$ cat src/core/i2cis_regs.svh
// Purpose: Offsets, field positions and reset values of the status block
// Assumes: Byte addresses on an 8-bit APB address
// Notes: Definitions only
`ifndef I2CIS_REGS_SVH
`define I2CIS_REGS_SVH
`define I2CIS_OFS_MASKED 8'h2C
`define I2CIS_OFS_MASK 8'h30
`define I2CIS_OFS_RAW 8'h34
`define I2CIS_OFS_RX_TRIGGER_FIELD 8'h38
`define I2CIS_OFS_TX_TRIGGER_FIELD 8'h3C
`define I2CIS_OFS_CLR_ALL 8'h40
`define I2CIS_OFS_CLR_RXU 8'h44
`define I2CIS_OFS_CLR_RXO 8'h48
`define I2CIS_OFS_CLR_TXO 8'h4C
`define I2CIS_OFS_CLR_RDR 8'h50
`define I2CIS_OFS_CLR_ABT 8'h54
`define I2CIS_OFS_CLR_RXD 8'h58
`define I2CIS_OFS_CLR_ACT 8'h5C
`define I2CIS_OFS_CLR_STP 8'h60
`define I2CIS_OFS_CLR_STA 8'h64
`define I2CIS_OFS_CLR_GC 8'h68
`define I2CIS_OFS_ABT_SRC 8'h80
`define I2CIS_B_GC 11
`define I2CIS_B_STA 10
`define I2CIS_B_STP 9
`define I2CIS_B_ACT 8
`define I2CIS_B_RXD 7
`define I2CIS_B_ABT 6
`define I2CIS_B_RDR 5
`define I2CIS_B_TXE 4
`define I2CIS_B_TXO 3
`define I2CIS_B_RXF 2
`define I2CIS_B_RXO 1
`define I2CIS_B_RXU 0
`define I2CIS_NFLAGS 12
`define I2CIS_MASK_RST 12'h8FF
`define I2CIS_TL_RST 4'h7
`define I2CIS_TL_MAX 4'hF
`endif

$ cat src/core/i2cis_pkg.sv
// Purpose: Types shared by the interrupt status block
// Assumes: Nothing
// Notes: Constants live in i2cis_regs.svh
package i2cis_pkg;
  typedef logic [4:0] i2cis_level_t;
  typedef logic [11:0] i2cis_flags_t;
  typedef enum logic [1:0] {
    ST_RUN = 2'b00,
    ST_DRAIN = 2'b01,
    ST_OFF = 2'b10
  } i2cis_state_t;
endpackage

$ cat src/core/i2cis_bus_if.sv
// Purpose: Decoded register access between bus front and core
// Assumes: One clock domain
// Notes: acc pulses on the completing APB edge
`timescale 1ns/10ps
interface i2cis_bus_if;
  logic acc;
  logic wr;
  logic [7:0] addr;
  logic [31:0] wdata;
  logic [31:0] rdata;
  logic hit;
  modport front (output acc, output wr, output addr, output wdata,
                 input rdata, input hit);
  modport core (input acc, input wr, input addr, input wdata,
                output rdata, output hit);
endinterface

$ cat src/core/i2cis_apb_front.sv
// Purpose: APB slave front, one wait-free access cycle
// Assumes: Master keeps request stable until pready
// Notes: Read data sampled in the setup cycle
`timescale 1ns/10ps
module i2cis_apb_front (
  input logic pclk,
  input logic presetn,
  input logic pclk_en,
  input logic psel,
  input logic penable,
  input logic pwrite,
  input logic [7:0] paddr,
  input logic [31:0] pwdata,
  output logic [31:0] prdata,
  output logic pready,
  output logic pslverr,
  i2cis_bus_if.front bus
);
  logic setup;
  assign setup = psel & ~penable & ~pready;
  assign bus.acc = psel & penable & pready & pclk_en;
  assign bus.wr = pwrite;
  assign bus.addr = paddr;
  assign bus.wdata = pwdata;

  always_ff @(posedge pclk or negedge presetn) begin
    if (!presetn) begin
      pready <= 1'b0;
      prdata <= 32'h00000000;
      pslverr <= 1'b0;
    end else if (pclk_en) begin
      pready <= setup;
      prdata <= (setup & ~pwrite) ? bus.rdata : 32'h00000000;
      pslverr <= setup & ~bus.hit;
    end
  end

  a_ready_one_cycle: assert property (@(posedge pclk) disable iff (!presetn)
    pclk_en && pready |=> !pready)
    else $error("pready held longer than one cycle");
  a_unmapped_err: assert property (@(posedge pclk) disable iff (!presetn)
    pclk_en && setup && !bus.hit |=> pready && pslverr)
    else $error("unmapped access not flagged");
endmodule

$ cat src/core/i2cis_thresh_cmp.sv
// Purpose: Compare a FIFO level with a threshold field plus one
// Assumes: Level wider than field
// Notes: ABOVE selects at-or-above, else at-or-below
`timescale 1ns/10ps
module i2cis_thresh_cmp #(
  parameter int LW = 5,
  parameter int TW = 4,
  parameter bit ABOVE = 1'b1
) (
  input logic [LW-1:0] level,
  input logic [TW-1:0] field,
  output logic hit
);
  logic [LW-1:0] thr;
  assign thr = LW'(field) + LW'(1);
  assign hit = ABOVE ? (level >= thr) : (level <= thr);
endmodule

$ cat src/core/i2cis_irq_status.sv
// Purpose: Raw/masked interrupt flags, FIFO thresholds, read-to-clear
// Assumes: Event inputs are one-cycle pulses on pclk
// Notes: Activity levels and FIFO levels come from the protocol engine
//
// Design decision made here: the APB register port.
`timescale 1ns/10ps
`include "i2cis_regs.svh"
module i2cis_irq_status #(
  parameter int DEPTH = 16,
  parameter int ABW = 16
) (
  input logic pclk,
  input logic presetn,
  input logic pclk_en,
  input logic psel,
  input logic penable,
  input logic pwrite,
  input logic [7:0] paddr,
  input logic [31:0] pwdata,
  output logic [31:0] prdata,
  output logic pready,
  output logic pslverr,
  input logic ctrl_enable,
  input logic mst_active,
  input logic slv_active,
  input logic evt_broadcast_addr_flag,
  input logic evt_start,
  input logic evt_stop,
  input logic evt_activity,
  input logic evt_rx_done,
  input logic evt_tx_abort,
  input logic [ABW-1:0] abort_src,
  input logic evt_rd_req,
  input logic tx_push,
  input logic rx_push,
  input logic rx_pop,
  input i2cis_pkg::i2cis_level_t tx_level,
  input i2cis_pkg::i2cis_level_t rx_level,
  output logic irq_out,
  output logic fifo_flush,
  output logic tx_fifo_hold,
  output logic rx_fifo_hold,
  output logic scl_hold_low
);
  import i2cis_pkg::*;

  localparam int LW = $bits(i2cis_level_t);

  i2cis_bus_if bus ();

  i2cis_apb_front u_front (
    .pclk(pclk),
    .presetn(presetn),
    .pclk_en(pclk_en),
    .psel(psel),
    .penable(penable),
    .pwrite(pwrite),
    .paddr(paddr),
    .pwdata(pwdata),
    .prdata(prdata),
    .pready(pready),
    .pslverr(pslverr),
    .bus(bus)
  );

  function automatic logic at(input logic [7:0] a, input logic [7:0] o);
    return a == o;
  endfunction

  function automatic logic [3:0] sat_tl(input logic [31:0] v);
    if (v > 32'(`I2CIS_TL_MAX)) begin
      return `I2CIS_TL_MAX;
    end
    return v[3:0];
  endfunction

  i2cis_flags_t flags_r;
  i2cis_flags_t mask_r;
  i2cis_flags_t set_c;
  i2cis_flags_t clr_c;
  i2cis_state_t state_r;
  i2cis_state_t state_nxt;
  logic [3:0] rx_trigger_field_r;
  logic [3:0] tx_trigger_field_r;
  logic [ABW-1:0] abort_cause_r;
  logic active;
  logic rd_acc;
  logic wr_acc;
  logic clr_all;
  logic tx_hit;
  logic rx_hit;
  logic tx_empty_nxt;
  logic rx_full_nxt;
  logic [31:0] rdata_c;
  logic hit_c;

  assign active = mst_active | slv_active;
  assign rd_acc = bus.acc & ~bus.wr;
  assign wr_acc = bus.acc & bus.wr;
  assign clr_all = rd_acc & at(bus.addr, `I2CIS_OFS_CLR_ALL);

  i2cis_thresh_cmp #(
    .LW(LW),
    .TW(4),
    .ABOVE(1'b0)
  ) u_tx_cmp (
    .level(tx_level),
    .field(tx_trigger_field_r),
    .hit(tx_hit)
  );

  i2cis_thresh_cmp #(
    .LW(LW),
    .TW(4),
    .ABOVE(1'b1)
  ) u_rx_cmp (
    .level(rx_level),
    .field(rx_trigger_field_r),
    .hit(rx_hit)
  );

  // Disable tracking: drain while engine still busy
  always_comb begin
    state_nxt = state_r;
    case (state_r)
      ST_RUN: begin
        if (!ctrl_enable) begin
          state_nxt = active ? ST_DRAIN : ST_OFF;
        end
      end
      ST_DRAIN: begin
        if (ctrl_enable) begin
          state_nxt = ST_RUN;
        end else if (!active) begin
          state_nxt = ST_OFF;
        end
      end
      ST_OFF: begin
        if (ctrl_enable) begin
          state_nxt = ST_RUN;
        end
      end
      default: begin
        state_nxt = ST_OFF;
      end
    endcase
  end

  always_ff @(posedge pclk or negedge presetn) begin
    if (!presetn) begin
      state_r <= ST_OFF;
    end else if (pclk_en) begin
      state_r <= state_nxt;
    end
  end

  // Set events
  always_comb begin
    set_c = '0;
    set_c[`I2CIS_B_GC] = evt_broadcast_addr_flag;
    set_c[`I2CIS_B_STA] = evt_start;
    set_c[`I2CIS_B_STP] = evt_stop;
    set_c[`I2CIS_B_ACT] = evt_activity | active;
    set_c[`I2CIS_B_RXD] = evt_rx_done;
    set_c[`I2CIS_B_ABT] = evt_tx_abort;
    set_c[`I2CIS_B_RDR] = evt_rd_req;
    set_c[`I2CIS_B_TXO] = tx_push & (tx_level == LW'(DEPTH));
    set_c[`I2CIS_B_RXO] = rx_push & (rx_level == LW'(DEPTH));
    set_c[`I2CIS_B_RXU] = rx_pop & (rx_level == '0);
  end

  // Clear sources: reads, disable, drain finished
  always_comb begin
    clr_c = '0;
    clr_c[`I2CIS_B_GC] = clr_all | ~ctrl_enable
      | (rd_acc & at(bus.addr, `I2CIS_OFS_CLR_GC));
    clr_c[`I2CIS_B_STA] = clr_all
      | (rd_acc & at(bus.addr, `I2CIS_OFS_CLR_STA));
    clr_c[`I2CIS_B_STP] = clr_all
      | (rd_acc & at(bus.addr, `I2CIS_OFS_CLR_STP));
    clr_c[`I2CIS_B_ACT] = clr_all | ~ctrl_enable
      | (rd_acc & at(bus.addr, `I2CIS_OFS_CLR_ACT));
    clr_c[`I2CIS_B_RXD] = clr_all
      | (rd_acc & at(bus.addr, `I2CIS_OFS_CLR_RXD));
    clr_c[`I2CIS_B_ABT] = clr_all
      | (rd_acc & at(bus.addr, `I2CIS_OFS_CLR_ABT));
    clr_c[`I2CIS_B_RDR] = clr_all
      | (rd_acc & at(bus.addr, `I2CIS_OFS_CLR_RDR));
    clr_c[`I2CIS_B_TXO] = clr_all | (state_r == ST_OFF)
      | (rd_acc & at(bus.addr, `I2CIS_OFS_CLR_TXO));
    clr_c[`I2CIS_B_RXO] = clr_all | (state_r == ST_OFF)
      | (rd_acc & at(bus.addr, `I2CIS_OFS_CLR_RXO));
    clr_c[`I2CIS_B_RXU] = clr_all | (state_r == ST_OFF)
      | (rd_acc & at(bus.addr, `I2CIS_OFS_CLR_RXU));
  end

  // Level flags follow thresholds while enabled (TXE tracks activity, RXF is zero when disabled), untouched by clear reads
  assign tx_empty_nxt = ctrl_enable ? tx_hit : active;
  assign rx_full_nxt = ctrl_enable & rx_hit;

  genvar gi;
  generate
    for (gi = 0; gi < `I2CIS_NFLAGS; gi++) begin : g_flag
      if (gi == `I2CIS_B_TXE || gi == `I2CIS_B_RXF) begin : g_lvl
        always_ff @(posedge pclk or negedge presetn) begin
          if (!presetn) begin
            flags_r[gi] <= 1'b0;
          end else if (pclk_en) begin
            flags_r[gi] <= (gi == `I2CIS_B_TXE) ? tx_empty_nxt
                                                : rx_full_nxt;
          end
        end
      end else begin : g_sticky
        // Set beats a clear in the same cycle
        always_ff @(posedge pclk or negedge presetn) begin
          if (!presetn) begin
            flags_r[gi] <= 1'b0;
          end else if (pclk_en) begin
            if (set_c[gi]) begin
              flags_r[gi] <= 1'b1;
            end else if (clr_c[gi]) begin
              flags_r[gi] <= 1'b0;
            end
          end
        end
      end
    end
  endgenerate

  // Abort cause accumulates until cleared
  always_ff @(posedge pclk or negedge presetn) begin
    if (!presetn) begin
      abort_cause_r <= '0;
    end else if (pclk_en) begin
      if (evt_tx_abort) begin
        abort_cause_r <= abort_cause_r | abort_src;
      end else if (clr_c[`I2CIS_B_ABT]) begin
        abort_cause_r <= '0;
      end
    end
  end

  // Software-written configuration
  always_ff @(posedge pclk or negedge presetn) begin
    if (!presetn) begin
      mask_r <= `I2CIS_MASK_RST;
      rx_trigger_field_r <= `I2CIS_TL_RST;
      tx_trigger_field_r <= `I2CIS_TL_RST;
    end else if (pclk_en && wr_acc) begin
      if (at(bus.addr, `I2CIS_OFS_MASK)) begin
        mask_r <= bus.wdata[`I2CIS_NFLAGS-1:0];
      end
      if (at(bus.addr, `I2CIS_OFS_RX_TRIGGER_FIELD)) begin
        rx_trigger_field_r <= sat_tl(bus.wdata);
      end
      if (at(bus.addr, `I2CIS_OFS_TX_TRIGGER_FIELD)) begin
        tx_trigger_field_r <= sat_tl(bus.wdata);
      end
    end
  end

  // FIFO control towards the data path
  always_ff @(posedge pclk or negedge presetn) begin
    if (!presetn) begin
      fifo_flush <= 1'b0;
      tx_fifo_hold <= 1'b1;
      rx_fifo_hold <= 1'b1;
    end else if (pclk_en) begin
      fifo_flush <= evt_tx_abort;
      tx_fifo_hold <= ~ctrl_enable;
      rx_fifo_hold <= ~ctrl_enable;
    end
  end

  // Clock stretch until software supplies the byte
  always_ff @(posedge pclk or negedge presetn) begin
    if (!presetn) begin
      scl_hold_low <= 1'b0;
    end else if (pclk_en) begin
      if (evt_rd_req) begin
        scl_hold_low <= 1'b1;
      end else if (tx_push || !ctrl_enable) begin
        scl_hold_low <= 1'b0;
      end
    end
  end

  always_ff @(posedge pclk or negedge presetn) begin
    if (!presetn) begin
      irq_out <= 1'b0;
    end else if (pclk_en) begin
      irq_out <= |(flags_r & mask_r);
    end
  end

  // Read mux; clear registers read as zero
  always_comb begin
    rdata_c = 32'h00000000;
    hit_c = 1'b1;
    case (bus.addr)
      `I2CIS_OFS_MASKED: rdata_c = 32'(flags_r & mask_r);
      `I2CIS_OFS_MASK: rdata_c = 32'(mask_r);
      `I2CIS_OFS_RAW: rdata_c = 32'(flags_r);
      `I2CIS_OFS_RX_TRIGGER_FIELD: rdata_c = 32'(rx_trigger_field_r);
      `I2CIS_OFS_TX_TRIGGER_FIELD: rdata_c = 32'(tx_trigger_field_r);
      `I2CIS_OFS_ABT_SRC: rdata_c = 32'(abort_cause_r);
      `I2CIS_OFS_CLR_ALL, `I2CIS_OFS_CLR_RXU, `I2CIS_OFS_CLR_RXO,
      `I2CIS_OFS_CLR_TXO, `I2CIS_OFS_CLR_RDR, `I2CIS_OFS_CLR_ABT,
      `I2CIS_OFS_CLR_RXD, `I2CIS_OFS_CLR_ACT, `I2CIS_OFS_CLR_STP,
      `I2CIS_OFS_CLR_STA, `I2CIS_OFS_CLR_GC: begin
        rdata_c = 32'h00000000;
      end
      default: begin
        hit_c = 1'b0;
      end
    endcase
  end

  assign bus.rdata = rdata_c;
  assign bus.hit = hit_c;

  a_raw_upper_zero: assert property (
    @(posedge pclk) disable iff (!presetn)
    pclk_en && psel && !penable && !pready && !pwrite
      && paddr == `I2CIS_OFS_RAW |=> prdata[31:12] == 20'h00000)
    else $error("raw status upper bits not zero");
  a_gc_disable_clr: assert property (
    @(posedge pclk) disable iff (!presetn)
    pclk_en && !ctrl_enable && !evt_broadcast_addr_flag |=> !flags_r[11])
    else $error("general call flag survived disable");
  a_start_sets: assert property (
    @(posedge pclk) disable iff (!presetn)
    pclk_en && evt_start |=> flags_r[10])
    else $error("start flag not set");
  a_stop_sets: assert property (
    @(posedge pclk) disable iff (!presetn)
    pclk_en && evt_stop |=> flags_r[9])
    else $error("stop flag not set");
  a_activity_sticks: assert property (
    @(posedge pclk) disable iff (!presetn)
    pclk_en && flags_r[8] && ctrl_enable && !clr_all
      && !(rd_acc && bus.addr == `I2CIS_OFS_CLR_ACT) |=> flags_r[8])
    else $error("activity flag dropped without a clear");
  a_abort_flush: assert property (
    @(posedge pclk) disable iff (!presetn)
    pclk_en && evt_tx_abort |=> fifo_flush && flags_r[6])
    else $error("abort did not flush fifos");
  a_scl_hold: assert property (
    @(posedge pclk) disable iff (!presetn)
    pclk_en && evt_rd_req |=> scl_hold_low && flags_r[5])
    else $error("read request did not stretch clock");
  a_tx_over_set: assert property (
    @(posedge pclk) disable iff (!presetn)
    pclk_en && tx_push && tx_level == 5'h10 |=> flags_r[3])
    else $error("tx overflow not flagged");
  a_rx_full_off: assert property (
    @(posedge pclk) disable iff (!presetn)
    pclk_en && !ctrl_enable |=> !flags_r[2])
    else $error("rx full set while disabled");
  a_rx_under_wins: assert property (
    @(posedge pclk) disable iff (!presetn)
    pclk_en && rx_pop && rx_level == 5'h00 |=> flags_r[0])
    else $error("rx underflow lost");
  a_rx_trigger_field_sat: assert property (
    @(posedge pclk) disable iff (!presetn)
    pclk_en && wr_acc && bus.addr == `I2CIS_OFS_RX_TRIGGER_FIELD
      && bus.wdata > 32'h0000000F |=> rx_trigger_field_r == 4'hF)
    else $error("rx threshold not saturated");
  a_irq_follows: assert property (
    @(posedge pclk) disable iff (!presetn)
    pclk_en |=> irq_out == |($past(flags_r) & $past(mask_r)))
    else $error("combined irq mismatch");
endmodule

$ cat config.mk
export PLATFORM = sky130hd
export DESIGN_NAME = i2cis_irq_status
export DESIGN_NICKNAME = d
export VERILOG_FILES = /design/src/core/i2cis_pkg.sv /design/src/core/i2cis_bus_if.sv /design/src/core/i2cis_apb_front.sv /design/src/core/i2cis_thresh_cmp.sv /design/src/core/i2cis_irq_status.sv
export VERILOG_INCLUDE_DIRS = /design/src /design/src/core
export SDC_FILE = /design/constraint.sdc
export NUM_CORES = 1
export LEC_CHECK = 0
export ABC_AREA = 1
export BUFFER_PORTS_ARGS = -buffer_cell sky130_fd_sc_hd__buf_2
export CORE_MARGIN = 5
export CORE_UTILIZATION = 40
export CTS_BUF_LIST = sky130_fd_sc_hd__clkbuf_4 sky130_fd_sc_hd__clkbuf_8
export DETAILED_ROUTE_END_ITERATION = 6
export MAX_ROUTING_LAYER = met4
export PLACE_DENSITY = 0.72
export SETUP_SLACK_MARGIN = 0.5
export SKIP_CTS_REPAIR_TIMING = 1
export SLEW_MARGIN = 20
export SYNTH_ARGS = -nofsm -noshare
export SYNTH_HDL_FRONTEND = slang
export SYNTH_SLANG_ARGS = --single-unit
$ cat constraint.sdc
create_clock -name pclk -period 2.7 [get_ports pclk]
set_input_delay 0.54 -clock pclk [delete_from_list [all_inputs] [get_ports pclk]]
set_output_delay 0.54 -clock pclk [all_outputs]
set_load 0.02 [all_outputs]
# --- Word-level counts from Yosys, hierarchy flattened ---
# Cells that the tools add are included.
totals:
  regBits: 88
  in_bits: 85
  wordCells: 174
classes:
  n_addsub: 2
  magnitude_cmp: 3
  eq_ne: 24
  muxes: 42
  n_bitwise: 46
  reduce_logical: 33
ops:
  columns: ["op", "n"]
  rows:
  - ["$pmux W16 S6", 1]
  - ["$eq A8 B7 Y1 const B", 11]
  - ["$mux W16", 3]
  - ["$eq A8 B6 Y1 const B", 5]
  - ["$gt A32 B4 Y1 const B", 1]
  - ["$mux W1", 29]
  - ["$reduce_and A2 Y1", 14]
  - ["$and A1 B1 Y1", 24]
  - ["$and A12 B12 Y12", 2]
  - ["$reduce_bool A2 Y1", 11]
  - ["$reduce_or A17 Y1", 1]
  - ["$or A16 B16 Y16", 1]
  - ["$or A1 B1 Y1", 14]
  - ["$mux W4", 3]
  - ["$reduce_or A12 Y1", 1]
  - ["$add A4 B1 Y5 const B", 2]
  - ["$eq A5 B5 Y1 const B", 2]
  - ["$mux W2", 5]
  - ["$eq A8 B8 Y1 const B", 1]
  - ["$pmux W2 S3", 1]
  - ["$ge A5 B5 Y1", 1]
  - ["$le A5 B5 Y1", 1]
  - ["$logic_not A5 Y1", 1]
  - ["$not A1 Y1", 5]
  - ["other kinds (9)", 10]

# --- Logic depth before layout (Yosys ltp) ---
depth:
  ltp_word: 9
  mapped_depth: 11
  depth_no_buf: 10

# --- Hierarchy ---
# Synthesis repeated with hierarchy kept, for this count alone.
hier_totals:
  hier_cells: 776
  area_unflattened_um2: 5696.7
by_module_without_submodules:
  columns: ["module", "n_inst", "cells_each", "area_each_um2"]
  rows:
  - ["i2cis_irq_status", 1, 463, 3394.5]
  - ["i2cis_apb_front", 1, 260, 1960.6]
  - ["i2cis_thresh_cmp at u_tx_cmp", 1, 27, 171.4]
  - ["i2cis_thresh_cmp at u_rx_cmp", 1, 26, 170.2]

# --- Least setup slack after synthesis ---
# OpenSTA, ideal clock, no wires.
synth_path:
  kind: "reg-to-reg"
  from: "register rx_trigger_field_r[0]"
  to: "register flags_r[2]"
  setup_ns: 0.117
  arrival_ns: 1.502
  setup_slack_ns: 1.080
  stages_incl_launch_ff: 10
  path_cell_list: "dfstp_2 > ha_1 > nand3_1 > ha_1 > a21oi_1 > o21ai_0 > nor2_1 > nand2_1 > nand3_1 > nand2_1"
synth_between:
  elab_chain_len: 3
synth_rtl:
  columns: ["item", "line", "text"]
  rows:
  - ["start: declaration", "i2cis_irq_status.sv:83", "logic [3:0] rx_trigger_field_r;"]
  - ["start signal: assignment", "i2cis_irq_status.sv:247", "rx_trigger_field_r <= `I2CIS_TL_RST;"]
  - ["start signal: assignment", "i2cis_irq_status.sv:254", "rx_trigger_field_r <= sat_tl(bus.wdata);"]
  - ["$add A4 B1 Y5", "i2cis_thresh_cmp.sv:15", "assign thr = LW'(field) + LW'(1);"]
  - ["$ge A5 B5 Y1", "i2cis_thresh_cmp.sv:16", "assign hit = ABOVE ? (level >= thr) : (level <= thr);"]
  - ["$and A1 B1 Y1", "i2cis_irq_status.sv:199", "assign rx_full_nxt = ctrl_enable & rx_hit;"]
  - ["end signal: indexed assignment", "i2cis_irq_status.sv:209", "flags_r[gi] <= (gi == `I2CIS_B_TXE) ? tx_empty_nxt"]
  - ["end: declaration", "i2cis_irq_status.sv:77", "i2cis_flags_t flags_r;"]
# Every way passes these cells.
# A chain may end at the register's enable or synchronous reset.

# --- Final worst setup path ---
layout_path:
  from: "register tx_trigger_field_r[0]"
  to: "register flags_r[4]"
layout_between:
  elab_chain_len: 3
layout_rtl:
  columns: ["item", "line", "text"]
  rows:
  - ["start: declaration", "i2cis_irq_status.sv:84", "logic [3:0] tx_trigger_field_r;"]
  - ["start signal: assignment", "i2cis_irq_status.sv:248", "tx_trigger_field_r <= `I2CIS_TL_RST;"]
  - ["start signal: assignment", "i2cis_irq_status.sv:257", "tx_trigger_field_r <= sat_tl(bus.wdata);"]
  - ["$add A4 B1 Y5", "i2cis_thresh_cmp.sv:15", null]
  - ["$le A5 B5 Y1", "i2cis_thresh_cmp.sv:16", null]
  - ["$mux W1", "i2cis_irq_status.sv:198", "assign tx_empty_nxt = ctrl_enable ? tx_hit : active;"]
# Every way passes these cells.

==> results.md <==
* Status: finished clean
* Layout Skew at 0.00751 ns
* Layout area overhead at 16.5%
* Setup TNS Final at 0 ns
* Final Critical Period at about 1.8 ns
* Clock root buffer: clkbuf_8
* Combinational fraction of design power at around 15%
* PwrDens at between 400 and 500 nW/um^2
* Vias per inst at 4.95
* Psw at approximately 710 uW
* Unrepaired setup endpoints after global routing: no
* CP startpoint: tx_trigger_field_r[0]
* Required time worst endpoint at a little under 3 ns
* WS Path Type: reg2reg
* Max Slew Vio Count at 0
* Worst path arrival time at approximately 2 ns
* Yosys cell types at 40
* RePlAce Congestion at between 0.9 and 1
* Final wirelength at between 10 and 15 mm
* Maximum fanout along the worst path at 4
* DR pass1 iterations at 5
* Switching Fraction at between 20% and 30%
* Pre-CTS setup slack at 0.631 ns
* Path depth of the worst reg2reg path at 8
* ANT nets after route at 0
* Post-synthesis cell area at ~4700 sq um
* Period utilisation layout at roughly 66%
* Internal power at 1.71 mW
* Slew @ Worst Pin at 0.852 ns
* Final core occ at a little under half
* Post-synthesis area per instance at about 7.3 sq um
* Post-synth EDFFs at 0
* First-pass GRT wire length at around 21 mm
* IO Count at approximately 120
* Sequential area share after synthesis at about two fifths
* Hold slack final at between 0.2 and 0.25 ns
* Initial Util at around two fifths
* Flop pwr share at 48.3%
* Layout Nets at roughly 850
* DRC at 0
* CTS clk-pin slew, worst paths at about 0.080 ns
* Rows at 39
* I/O Buffers at roughly 110
* Vias at approximately 4400
* Synth area leader: dfrtp_1
* CTS sink cnt at 72
* RR Endpoint: flags_r[4]
* Final HPWL DP at slightly below 10 mm
* Setup Viol. Count Final at 0
* R2R Setup Slk at slightly above 0.9 ns
* Achievable Freq at between 0.5 and 0.6 GHz
* Clk_lat worst skew at about 0.35 ns
* Antenna fix cells at 0
* Most common flop cell mapped by yosys: dfrtp_1
* Max-cap check violation count at 0
* Core ar. at 11500 sq um
* Leakage at 3.02 nW
* Rel. slew slack at around 43%
* All-Layer GR Usage at about a fifth
* DIE AREA at 14100 sq um
* Yosys reg bits at a little over 70
* Clock power share at ~37%
* H-tree Lvls at 3
* Worst r2r src: tx_trigger_field_r[0]
* Clock buffer depth at 2
* Cell count after synthesis at between 600 and 700
* Post-DR wirelength/cell at ~14 um
* TritonCTS buffer count at 9
* Largest net degree at the start of global routing at 73
* Share of cells above drive strength 1 at 25.2%
* Max IR drop VDD at 0.265 mV
* HP Class: in2async
* Grt total ovfl at 0
* Final WS setup at 0.927 ns
* Initial antenna violation count at 0
* End point of the critical path: flags_r[4]
* Worst Setup End Kind: flip-flop
* Synth area leaders: dfrtp_1 (29%), nand2_1 (17%), dfstp_2 (9.5%)
* CP Launch Type: flip-flop
* Final Hold Fails at 0
* Die height at between 100 and 150 um
* Synth top area share at slightly below 30%
* Asr flop ratio synth at between 90% and 100%
* Vias in the first global route at about 4300
* Yosys warnings at 0
* Most common cell after layout, fill and taps aside: nand2_1
* CTS tree: yes
* Most frequent cells in the layout: nand2_1 (218), buf_2 (107), nand3_1 (83)
* Starting DRT DRC Count at 322
* Die width at 119 um
-- flip-flops by register name, indices dropped and copies added, names as in the netlist, 2 cells and up --
signal,count
u_front.prdata,16
tx_trigger_field_r,4
mask_r,12
flags_r,12
abort_cause_r,16
state_r,2
rx_trigger_field_r,4
-- metal layers --
layer	up-vias	track usage, %	share of wire (%)
met5	-	-	0
met4	0	4.82	1.3
met3	13	3.25	6.0
met2	153	29.0	47
met1	2031	25.4	46
li1	2245	-	-
-- layout make-up --
class | instances | area (sq um)
clock inverters | 6 | 67.6
clock buffers | 10 | 138
well taps | 143 | 179
multi-input cells | 479 | 2410
flip-flops and latches | 72 | 1820
inverters | 72 | 270
fillers | 1153 | 5970
repair buffers | 115 | 608
-- synthesized netlist by cell type, types with 4 or more instances --
master / n
clkbuf_1: 4
a21boi_0: 8
nand2_2: 4
dfrtp_1: 55
o21ai_2: 9
a21oi_1: 6
a21boi_1: 9
nor2_1: 47
dfstp_2: 17
buf_6: 5
buf_4: 21
nand3_1: 83
nand4_1: 11
nor2_4: 6
ha_1: 12
a31o_2: 12
nor3_1: 4
inv_1: 69
o21ai_0: 13
buf_2: 8
nand2_1: 218
-- worst min path at each step --
stage / start / to / slack, ns
after global placement: fifo_flush / fifo_flush / 0.46
after detailed placement: u_front.prdata[9] / u_front.prdata[9] / 0.47
after CTS: presetn / rx_trigger_field_r[3] / 0.22
final: presetn / rx_trigger_field_r[3] / 0.21
after global routing: presetn / rx_trigger_field_r[3] / 0.23
after floorplan: presetn / abort_cause_r[0] / 0.24
-- worst max-delay path: stages, from the launching register on --
cell	delay [ns]
dfstp_2	0.58
ha_1	0.19
nand3_1	0.10
ha_1	0.31
nand2_1	0.07
nor2_1	0.13
nand3b_1	0.10
o211ai_1	0.09
a21oi_1	0.09
-- power groups by stage --
| stage | combinational (mW) | clock (mW) | sequential (mW) |
|---|---|---|---|
| floorplan | 0.221 | 0 | 1.19 |
| global placement | 0.360 | 0 | 1.19 |
| detailed placement | 0.363 | 0 | 1.19 |
| CTS | 0.365 | 0.903 | 1.17 |
| global route | 0.408 | 0.952 | 1.18 |
| finish | 0.361 | 0.893 | 1.17 |
-- per-stage QoR --
| stage | power (mW) | cells | cell area (sq um) |
|---|---|---|---|
| global route | 2.54 | 897 | 5490 |
| floorplan | 1.41 | 661 | 4770 |
| finish | 2.43 | 897 | 5490 |
| detailed placement | 1.56 | 881 | 5290 |
| global placement | 1.55 | 881 | 5290 |
| CTS | 2.44 | 897 | 5490 |
-- cells by family after synthesis --
family	after synthesis	synth area share [%]
XOR/XNOR	4	0.743
AND/OR/NAND/NOR	384	36.2
AO/OA/AOI/OAI	63	9.71
other	1	0.0795
buffers and inverters	110	11.4
adder cells (fa/ha/maj)	12	3.18
flip-flops	72	38.7
Note: power is estimated with default switching activity, not from simulation.
